<file path="src/rtl/aosm_pkg.sv">
// package of constants and types for the angle output status monitor
package aosm_pkg;
  localparam int unsigned NUM_CH        = 6;
  localparam int unsigned NUM_LEG       = 4;
  localparam int unsigned CH_W          = 3;
  // leg positions inside a channel's leg vector
  localparam int unsigned LEG_S1        = 0;
  localparam int unsigned LEG_S2        = 1;
  localparam int unsigned LEG_S3        = 2;
  localparam int unsigned LEG_S4        = 3;
  // signal type codes
  localparam logic [1:0]  SIG_SYNCHRO   = 2'h0;
  localparam logic [1:0]  SIG_DIFF_RES  = 2'h1;
  localparam logic [1:0]  SIG_SE_RES    = 2'h2;
  localparam logic [1:0]  SIG_RESET     = 2'h1;
  // transformation_ratio codes
  localparam logic [2:0]  TR_0P4538     = 3'h0;
  localparam logic [2:0]  TR_0P2615     = 3'h1;
  localparam logic [2:0]  TR_1          = 3'h2;
  localparam logic [2:0]  TR_2          = 3'h3;
  localparam logic [2:0]  TR_0P7826     = 3'h4;
  localparam logic [2:0]  TR_RESET      = 3'h0;
  // reference-loss threshold selector codes
  localparam logic [1:0]  THR_3P8_VPK   = 2'h0;
  localparam logic [1:0]  THR_1_VPK     = 2'h1;
  localparam logic [1:0]  THR_16P9_VPK  = 2'h2;
  // frequency measurement: 1 s gate at 200 MHz gives Hz directly
  localparam int unsigned CLK_HZ        = 200_000_000;
  localparam int unsigned GATE_MS       = 1000;
  localparam int unsigned GATE_CYC      = CLK_HZ / 1000 * GATE_MS;
  localparam int unsigned FREQ_W        = 16;
  localparam int unsigned GATE_W        = 28;
  // self test settle time per run
  localparam int unsigned ST_SETTLE_US  = 100;
  localparam int unsigned ST_SETTLE_CYC = CLK_HZ / 1_000_000 * ST_SETTLE_US;
  localparam int unsigned ST_W          = 16;
  // converter split by channel count
  localparam int unsigned SPLIT_4CH     = 2;
  localparam int unsigned SPLIT_6CH     = 3;

  typedef enum logic [2:0] {
    AOSM_ST_IDLE   = 3'b001,
    AOSM_ST_SETTLE = 3'b010,
    AOSM_ST_DONE   = 3'b100
  } aosm_st_e;
endpackage : aosm_pkg

</file>
<file path="src/rtl/aosm_top.sv">
// per-channel output control and health monitor for the angle output card
//
// Contract
// - software selects synchro, differential or single-ended type
// - legs unused by selected type held off
// - 90V variant forces differential resolver, S4 on
// - leg status true only when used and unfaulted
// - leg recovers automatically when fault clears
// - per-channel software transformation ratio selection
// - self test records per-channel pass or fail
// - reference frequency measured and reported in hertz
// - reference-loss flag set below threshold
// - threshold chosen from selected configuration
// - reference-loss flag follows live condition
// - converter over-current latches shutdown of all channels
// - each converter active status readable
// - channel to converter map by channel count
`timescale 1ns/1ps
module aosm_top
  import aosm_pkg::*;
#(
  parameter int unsigned GATE_CYCLES = aosm_pkg::GATE_CYC  // frequency gate length
) (
  input  wire logic                               core_clk,          // 200 MHz clock
  input  wire logic                               rst_n,             // async reset
  input  wire logic                               clk_en,            // freezes state when low
  input  wire logic                               variant_90v,       // 90V build strap
  input  wire logic                               six_channel,       // 6-channel build strap
  input  wire logic [aosm_pkg::NUM_CH*2-1:0]      sig_type_sel,      // 2 bits per channel
  input  wire logic [aosm_pkg::NUM_CH*3-1:0]      transformation_ratio, // 3 bits per ch
  input  wire logic                               config_load,       // latch type and ratio
  input  wire logic [aosm_pkg::NUM_CH*4-1:0]      leg_fault,         // async leg faults
  input  wire logic [aosm_pkg::NUM_CH-1:0]        ref_low_cmp,       // async: ref below thr
  input  wire logic [aosm_pkg::NUM_CH-1:0]        ref_zero_cross,    // async carrier squarewave
  input  wire logic [1:0]                         conv_overcurrent,  // async, A=0 B=1
  input  wire logic [1:0]                         conv_power_good,   // async, A=0 B=1
  input  wire logic                               self_test_start,   // one-cycle pulse
  input  wire logic [aosm_pkg::NUM_CH-1:0]        self_test_cmp_ok,  // channel output ok
  output logic      [aosm_pkg::NUM_CH*4-1:0]      leg_enable,        // leg drive enables
  output logic      [aosm_pkg::NUM_CH*4-1:0]      leg_active,        // leg status bits
  output logic      [aosm_pkg::NUM_CH*3-1:0]      ratio_out,         // active ratio per ch
  output logic      [aosm_pkg::NUM_CH*2-1:0]      ref_thr_sel,       // threshold per ch
  output logic      [aosm_pkg::NUM_CH-1:0]        reference_loss,    // live loss flags
  output logic      [aosm_pkg::NUM_CH*16-1:0]     ref_freq_hz,       // Hz per channel
  output logic      [1:0]                         conv_active,       // converter status
  output logic                                    shutdown,          // latched shutdown
  output logic                                    self_test_ref_en,  // internal DC ref on
  output logic                                    self_test_busy,    // test running
  output logic      [aosm_pkg::NUM_CH-1:0]        self_test_pass     // per-channel result
);
  import aosm_pkg::*;

  // ----------------------------------------------------------------
  // helper functions
  // ----------------------------------------------------------------
  // legs used by a signal type, index by leg position
  function automatic logic [NUM_LEG-1:0] legs_used(input logic [1:0] t);
    logic [NUM_LEG-1:0] m;
    m = '0;
    unique case (t)
      SIG_SYNCHRO:  m = 4'h7;    // S1..S3
      SIG_DIFF_RES: m = 4'hF;    // S1..S4
      SIG_SE_RES:   m = 4'h6;    // S2,S3 only
      default:      m = 4'h0;    // illegal code drives nothing
    endcase
    return m;
  endfunction : legs_used

  // converter feeding a channel: 0 = A, 1 = B
  function automatic logic conv_of(input int unsigned ch, input logic six);
    return six ? (ch >= SPLIT_6CH) : (ch >= SPLIT_4CH);
  endfunction : conv_of

  // ----------------------------------------------------------------
  // synchronisers
  // ----------------------------------------------------------------
  localparam int unsigned SYN_W = NUM_CH*4 + NUM_CH*3 + 4;
  logic [SYN_W-1:0] syn_out;
  logic [NUM_CH*4-1:0] fault_s;
  logic [NUM_CH-1:0]   low_s;
  logic [NUM_CH-1:0]   zc_s;
  logic [NUM_CH-1:0]   stok_s;
  logic [1:0]          oc_s;
  logic [1:0]          pg_s;

  aosm_sync #(.W(SYN_W)) u_sync (
    .core_clk (core_clk),
    .rst_n    (rst_n),
    .clk_en   (clk_en),
    .async_in ({conv_power_good, conv_overcurrent, self_test_cmp_ok,
                ref_zero_cross, ref_low_cmp, leg_fault}),
    .sync_out (syn_out)
  );
  assign fault_s = syn_out[NUM_CH*4-1:0];
  assign low_s   = syn_out[NUM_CH*5-1:NUM_CH*4];
  assign zc_s    = syn_out[NUM_CH*6-1:NUM_CH*5];
  assign stok_s  = syn_out[NUM_CH*7-1:NUM_CH*6];
  assign oc_s    = syn_out[NUM_CH*7+1:NUM_CH*7];
  assign pg_s    = syn_out[NUM_CH*7+3:NUM_CH*7+2];

  // ----------------------------------------------------------------
  // configuration registers
  // ----------------------------------------------------------------
  logic [NUM_CH*2-1:0] type_q;

  // type and ratio latched on load; 90V build overrides type
  always_ff @(posedge core_clk or negedge rst_n) begin
    if (!rst_n) begin
      type_q    <= {NUM_CH{SIG_RESET}};
      ratio_out <= {NUM_CH{TR_RESET}};
    end else if (clk_en) begin
      for (int c = 0; c < NUM_CH; c++) begin
        if (variant_90v) begin
          type_q[c*2 +: 2]    <= SIG_DIFF_RES;
          ratio_out[c*3 +: 3] <= TR_0P7826;
        end else if (config_load) begin
          type_q[c*2 +: 2]    <= sig_type_sel[c*2 +: 2];
          ratio_out[c*3 +: 3] <= transformation_ratio[c*3 +: 3];
        end
      end
    end
  end

  // ----------------------------------------------------------------
  // converter shutdown and status
  // ----------------------------------------------------------------
  // only reset (power cycle) clears the latch; no software path
  always_ff @(posedge core_clk or negedge rst_n) begin
    if (!rst_n) begin
      shutdown <= 1'b0;
    end else if (clk_en && (|oc_s)) begin
      shutdown <= 1'b1;
    end
  end

  always_ff @(posedge core_clk or negedge rst_n) begin
    if (!rst_n) begin
      conv_active <= 2'h0;
    end else if (clk_en) begin
      conv_active <= pg_s & ~oc_s & {2{~shutdown}};
    end
  end

  // ----------------------------------------------------------------
  // leg enables, status and thresholds
  // ----------------------------------------------------------------
  // status recomputed each cycle, so a cleared fault restores the leg
  always_ff @(posedge core_clk or negedge rst_n) begin
    if (!rst_n) begin
      leg_enable  <= '0;
      leg_active  <= '0;
      ref_thr_sel <= '0;
    end else if (clk_en) begin
      for (int c = 0; c < NUM_CH; c++) begin
        logic [NUM_LEG-1:0] use_m;
        logic               pwr;
        use_m = legs_used(type_q[c*2 +: 2]);
        pwr   = ~shutdown & conv_active[conv_of(c, six_channel)];
        leg_enable[c*4 +: 4] <= use_m & {NUM_LEG{~shutdown}};
        leg_active[c*4 +: 4] <= use_m & ~fault_s[c*4 +: 4]
                                & {NUM_LEG{pwr}};
        if (variant_90v) begin
          ref_thr_sel[c*2 +: 2] <= THR_16P9_VPK;
        end else if (ratio_out[c*3 +: 3] == TR_1 || ratio_out[c*3 +: 3] == TR_2) begin
          ref_thr_sel[c*2 +: 2] <= THR_1_VPK;
        end else begin
          ref_thr_sel[c*2 +: 2] <= THR_3P8_VPK;
        end
      end
    end
  end

  // live reference-loss flag, no latching
  always_ff @(posedge core_clk or negedge rst_n) begin
    if (!rst_n) begin
      reference_loss <= '0;
    end else if (clk_en) begin
      reference_loss <= low_s;
    end
  end

  // ----------------------------------------------------------------
  // reference frequency counters
  // ----------------------------------------------------------------
  // rising edges counted over a 1 s gate give hertz exactly; a DC
  // reference reads zero; reference_loss is set from ref_low_cmp only
  logic [GATE_W-1:0]        gate_cnt;
  logic [NUM_CH-1:0]        zc_d;
  logic [NUM_CH*FREQ_W-1:0] edge_cnt;
  logic                     gate_end;
  assign gate_end = (gate_cnt == GATE_W'(GATE_CYCLES - 1));

  always_ff @(posedge core_clk or negedge rst_n) begin
    if (!rst_n) begin
      gate_cnt <= '0;
    end else if (clk_en) begin
      gate_cnt <= gate_end ? '0 : gate_cnt + 1'b1;
    end
  end

  always_ff @(posedge core_clk or negedge rst_n) begin
    if (!rst_n) begin
      zc_d        <= '0;
      edge_cnt    <= '0;
      ref_freq_hz <= '0;
    end else if (clk_en) begin
      zc_d <= zc_s;
      for (int c = 0; c < NUM_CH; c++) begin
        logic [FREQ_W-1:0] nxt;
        nxt = edge_cnt[c*FREQ_W +: FREQ_W];
        if (zc_s[c] && !zc_d[c] && nxt != {FREQ_W{1'b1}}) begin
          nxt = nxt + 1'b1;
        end
        if (gate_end) begin
          ref_freq_hz[c*FREQ_W +: FREQ_W] <= nxt;
          edge_cnt[c*FREQ_W +: FREQ_W]    <= '0;
        end else begin
          edge_cnt[c*FREQ_W +: FREQ_W]    <= nxt;
        end
      end
    end
  end

  // ----------------------------------------------------------------
  // self test sequencer
  // ----------------------------------------------------------------
  aosm_st_e        st;
  logic [ST_W-1:0] st_cnt;

  always_ff @(posedge core_clk or negedge rst_n) begin
    if (!rst_n) begin
      st               <= AOSM_ST_IDLE;
      st_cnt           <= '0;
      self_test_ref_en <= 1'b0;
      self_test_busy   <= 1'b0;
      self_test_pass   <= '0;
    end else if (clk_en) begin
      unique case (st)
        AOSM_ST_IDLE: begin
          if (self_test_start) begin
            st               <= AOSM_ST_SETTLE;
            st_cnt           <= '0;
            self_test_ref_en <= 1'b1;
            self_test_busy   <= 1'b1;
          end
        end
        AOSM_ST_SETTLE: begin
          // let channel outputs settle on the DC reference before judging
          if (st_cnt == ST_W'(ST_SETTLE_CYC - 1)) begin
            st             <= AOSM_ST_DONE;
            self_test_pass <= stok_s;
          end else begin
            st_cnt <= st_cnt + 1'b1;
          end
        end
        AOSM_ST_DONE: begin
          st               <= AOSM_ST_IDLE;
          self_test_ref_en <= 1'b0;
          self_test_busy   <= 1'b0;
        end
      endcase
    end
  end
endmodule : aosm_top

</file>
<file path="src/rtl/aosm_sync.sv">
// two-flop synchroniser for a vector of asynchronous levels
`timescale 1ns/1ps
module aosm_sync #(
  parameter int unsigned W = 1
) (
  input  wire logic         core_clk,  // system clock
  input  wire logic         rst_n,     // async reset, active low
  input  wire logic         clk_en,    // clock enable
  input  wire logic [W-1:0] async_in,  // raw levels
  output logic      [W-1:0] sync_out   // synchronised levels
);
  logic [W-1:0] meta;

  // first stage read only by second stage
  always_ff @(posedge core_clk or negedge rst_n) begin
    if (!rst_n) begin
      meta     <= '0;
      sync_out <= '0;
    end else if (clk_en) begin
      meta     <= async_in;
      sync_out <= meta;
    end
  end
endmodule : aosm_sync

</file>
<file path="config.mk">
export PLATFORM = sky130hd
export DESIGN_NAME = aosm_top
export DESIGN_NICKNAME = d
export VERILOG_FILES = /design/src/rtl/aosm_pkg.sv /design/src/rtl/aosm_top.sv /design/src/rtl/aosm_sync.sv
export SDC_FILE = /design/constraint.sdc
export NUM_CORES = 1
export LEC_CHECK = 0
export BUFFER_PORTS_ARGS = -buffer_cell sky130_fd_sc_hd__buf_2
export CAP_MARGIN = 10
export CORE_UTILIZATION = 25
export DETAILED_ROUTE_END_ITERATION = 10
export MAX_ROUTING_LAYER = met4
export PLACE_DENSITY = 0.53
export REMOVE_ABC_BUFFERS = 1
export SETUP_SLACK_MARGIN = 0.15
export SYNTH_ARGS = -nofsm -noshare
export SYNTH_HDL_FRONTEND = slang
export SYNTH_HIERARCHICAL = 1
export SYNTH_SLANG_ARGS = --single-unit
</file>
<file path="constraint.sdc">
create_clock -name core_clk -period 2.44 [get_ports core_clk]
set_clock_uncertainty 0.1 [all_clocks]
set_input_delay 0.366 -clock core_clk [delete_from_list [all_inputs] [get_ports core_clk]]
set_output_delay 0.366 -clock core_clk [all_outputs]
set_load 0.03 [all_outputs]
</file>
==> Implementation_results.wiki <==
{| class="wikitable"
! Metric !! Value
|-
| Synth top cells by count || 425 x dfrtp_1, 177 x nand2_1, 133 x o21ai_0, 86 x mux2_4, 85 x xnor2_1
|-
| Number of nets in the final layout || 2,350
|-
| Final slew viol count || 0
|-
| Number of enable flip-flop cells after synthesis || 0
|-
| Num CTS Buffers || 52
|-
| Final total power || 18.98 mW
|-
| Maximum number of pins on one net before global-route repair || 60
|-
| Number of distinct library cell variants in the gate-level netlist after synthesis || 85
|-
| Number of core rows || 105
|-
| Drt initial violations || 885
|-
| Power density relative to cell area || 710.2 nW/um^2
|-
| Status || completed
|-
| CTS root buf || clkbuf_16
|-
| Die Y-Extent || 291.3 um
|-
| Capturing element type of the critical path || register
|-
| Number of sinks driven by the clock tree || 432
|-
| Routed WL || 60.82 mm
|-
| RePlAce Congestion || 0.8708
|-
| Cell-internal power || 13.97 mW
|-
| Critical path class || reg2reg
|-
| Fraction of layout cells with a size suffix above 1 || 28.70%
|-
| Startpoint type of the worst setup path || register
|-
| Biggest area consumer among synthesized cells || dfrtp_1
|-
| DR WL/cell || 18.03 um
|-
| Number of vias after detailed routing || 16,170
|-
| Fin area || 26,720 um^2
|-
| Maximum ir drop on the vdd rail || 0.4785 mV
|-
| Relative contribution of sequential cells to total power || 44.1%
|-
| Worst-Margin Slew || 0.6697 ns
|-
| Core area || 82,500 um^2
|-
| Initial standard-cell utilization of the core || 25.36%
|-
| Synth top area cells || dfrtp_1 51%, mux2_4 6.2%, xnor2_1 3.6%
|-
| CTS tree || yes
|-
| Number of global-route vias before repair || 16,493
|-
| Count of synthesis-stage warnings from yosys || 6
|-
| Setup violation total in the final timing report || 0
|-
| Netlist area before placement || 20,930 um^2
|-
| Data arrival time of the critical path || 2.65 ns
|-
| Number of iterations in the first detailed-routing pass || 5
|-
| Post-synthesis average cell area || 11.07 um^2
|-
| Fin Setup TNS || 0 ns
|-
| Switching power as a share of total power || 26.42%
|-
| Worst min-delay path category || in2reg
|-
| Top-Level Pins || 274
|-
| Switching pwr || 5.014 mW
|-
| Antenna-violating nets left || 0
|-
| FILL cells || 8,354
|-
| Max-capacitance violation count || 0
|-
| Leakage power total || 11.85 nW
|-
| Vias per inst || 4.793
|-
| Sequential fraction of the synthesis area || 51.70%
|-
| Combinational share of power || 12.2%
|-
| Die Width || 291.3 um
|-
| Total GRT Usage || 14.32%
|-
| Most repeated cell in the gate-level netlist after synthesis || dfrtp_1
|-
| Number of hold-slack violations in the final timing report || 0
|-
| Unrepaired setup endpoints after global routing || yes
|-
| Worst Path Max Fanout || 15
|-
| Max transition margin || 55.35%
|-
| Post-DP HPWL || 41.75 mm
|-
| Synthesis-to-finish area growth || 27.71%
|-
| Clock Latency Late Sink || 0.60 ns
|-
| Achievable clock frequency || 0.4420 GHz
|-
| Global-route congestion overflow total || 0
|-
| Count of state elements after synthesis || 432
|-
| Final critical-path share of the clock period || 92.72%
|-
| Final critical path time including I/O delays and setup || 2.262 ns
|-
| Required arrival time at the worst endpoint || 2.83 ns
|-
| CTS H-tree depth || 2
|-
| Number of input and output port buffers inserted || 273
|-
| Clock-pin transition on the worst setup and hold timing paths || 0.06 ns
|-
| Gate count of the mapped netlist || 1,890
|-
| Dpl cell area || 23,760 um^2
|-
| Detailed-route DRC error count || 0
|-
| Fraction of registers with async set/reset || 100.0%
|-
| Proportion of netlist area held by the largest area contributor || 50.83%
|-
| Floorplan die area || 84,860 um^2
|-
| Share of power burned in the clock network || 43.8%
|-
| Most common flop cell mapped by yosys || dfrtp_1
|-
| Wire length of the first global-routing pass || 95.10 mm
|-
| Antenna violations before repair || 0
|-
| Number of buffers on the longest clock path || 3
|}
==> registers in the layout (all words and copies together), names as in the netlist, 3 cells and up <==
register and count:
edge_cnt 96, ref_freq_hz 96, u_sync/meta 46, u_sync/sync_out 46, gate_cnt 28, leg_active 24
leg_enable 18, ratio_out 18, st_cnt 16, type_q 12, ref_thr_sel 7, reference_loss 6
self_test_pass 6, zc_d 6, st 3
==> metal layers <==
layer	vias up	GRT usage (%)	share of wire (%)	wire, um
met5	-	-	0	0
met4	0	3.781	2.4	1451
met3	83	3.077	5.5	3349
met2	414	22.92	47	28840
met1	8075	18.25	45	27180
li1	7598	-	-	-
==> worst paths after layout <==
check,slack [ns],depth (start not counted),from,to
max in group asynchronous,1.20,4,rst_n,u_sync/sync_out[5]
min,0.06,3,transformation_ratio[8],ratio_out[8]
min reg2reg,0.35,1,u_sync/sync_out[1],leg_active[1]
max,0.18,9,gate_cnt[0],edge_cnt[52]
max reg2reg,0.18,9,gate_cnt[0],edge_cnt[52]
min in group asynchronous,0.23,2,rst_n,u_sync/sync_out[8]
==> per-stage QoR <==
stage	setup slack, ns	utilization, %	hold WS (ns)	std cells
global placement	0.1444	28.80	0.2710	3181
global route	0.1087	32.39	0.03365	3373
detailed placement	0.1136	28.80	0.2735	3181
floorplan	-1.089	-	-0.02959	1764
CTS	0.1434	32.00	0.007656	3358
finish	0.1777	32.39	0.05583	3374
==> power groups by stage <==
stage,logic (mW),clock network (mW),registers [mW]
floorplan,1.27,0,8.44
global placement,2.14,0,8.44
detailed placement,2.19,0,8.48
CTS,2.30,8.59,8.36
global route,2.53,8.87,8.45
finish,2.31,8.31,8.37
==> layout make-up <==
cell class                      instances  area [um^2]  area share [%]
Multi-Input combinational cell       1297         9395           35.16
Antenna cell                            1        2.502        0.009364
Clock buffer                           74         1526           5.712
Clock inverter                         24        325.3           1.217
Sequential cell                       432        10820           40.50
Tap cell                             1070         1339           5.010
Inverter                               35        133.9          0.5010
Timing Repair Buffer                  441         3178           11.89
==> layout by cell type (no fill, tap or decap), types with 10 or more instances in the layout <==
cell type	synthesis	layout
clkbuf_1	53	10
nand2b_1	24	24
o21ai_0	133	133
mux2i_1	16	16
buf_12	8	22
dlygate4sd3_1	0	78
or3_1	24	23
a21o_1	35	35
and4_1	22	20
and2_1	20	19
nor2b_1	13	13
nand3_1	56	56
buf_2	40	271
xnor2_1	85	85
a21oi_1	40	39
dfrtp_1	425	421
nor4_2	12	13
nand4_1	42	42
nor2_1	79	78
o21ai_1	36	36
a22o_1	38	38
clkbuf_8	0	10
nor4_1	13	10
a31oi_1	13	13
clkbuf_16	0	57
o32ai_1	11	11
and3_1	11	11
buf_4	14	63
xor2_1	16	15
mux2_2	34	34
nand2_1	177	177
mux2_4	86	86
o22a_1	19	19
nor3b_1	22	21
nor3_1	40	39
inv_1	34	34
clkinv_2	0	10
o31ai_1	21	21
o2bb2ai_1	35	35
==> timing repair <==
| item | CTS | global route |
|---|---|---|
| setup buffers | 1 | 12 |
| hold buffers | 78 | 0 |
| setup endpoints to repair | 13 | 106 |
| endpoints found under the hold margin | 117 | 0 |
| resized for setup | 1 | 28 |
| cloned | 0 | 3 |
| pin swaps | 0 | 5 |
==> cell families after synthesis <==
kind of cell,share of synthesized area (%)
AO/OA/AOI/OAI,13.99
XOR/XNOR,4.227
adder cells (fa/ha/maj),0.4784
buffers and inverters,4.078
flip-flops,51.70
multiplexers,8.766
AND/OR/NAND/NOR,16.75
==> critical path: stages, from the launching register on <==
cell,delay [ns]
dfrtp_1,0.40
ha_2,0.23
and4bb_2,0.25
nand4_1,0.10
buf_4,0.19
nor2_4,0.21
buf_12,0.15
clkbuf_16,0.18
o21ai_0,0.10
a21o_1,0.21
Note: power is estimated with default switching activity, not from simulation.
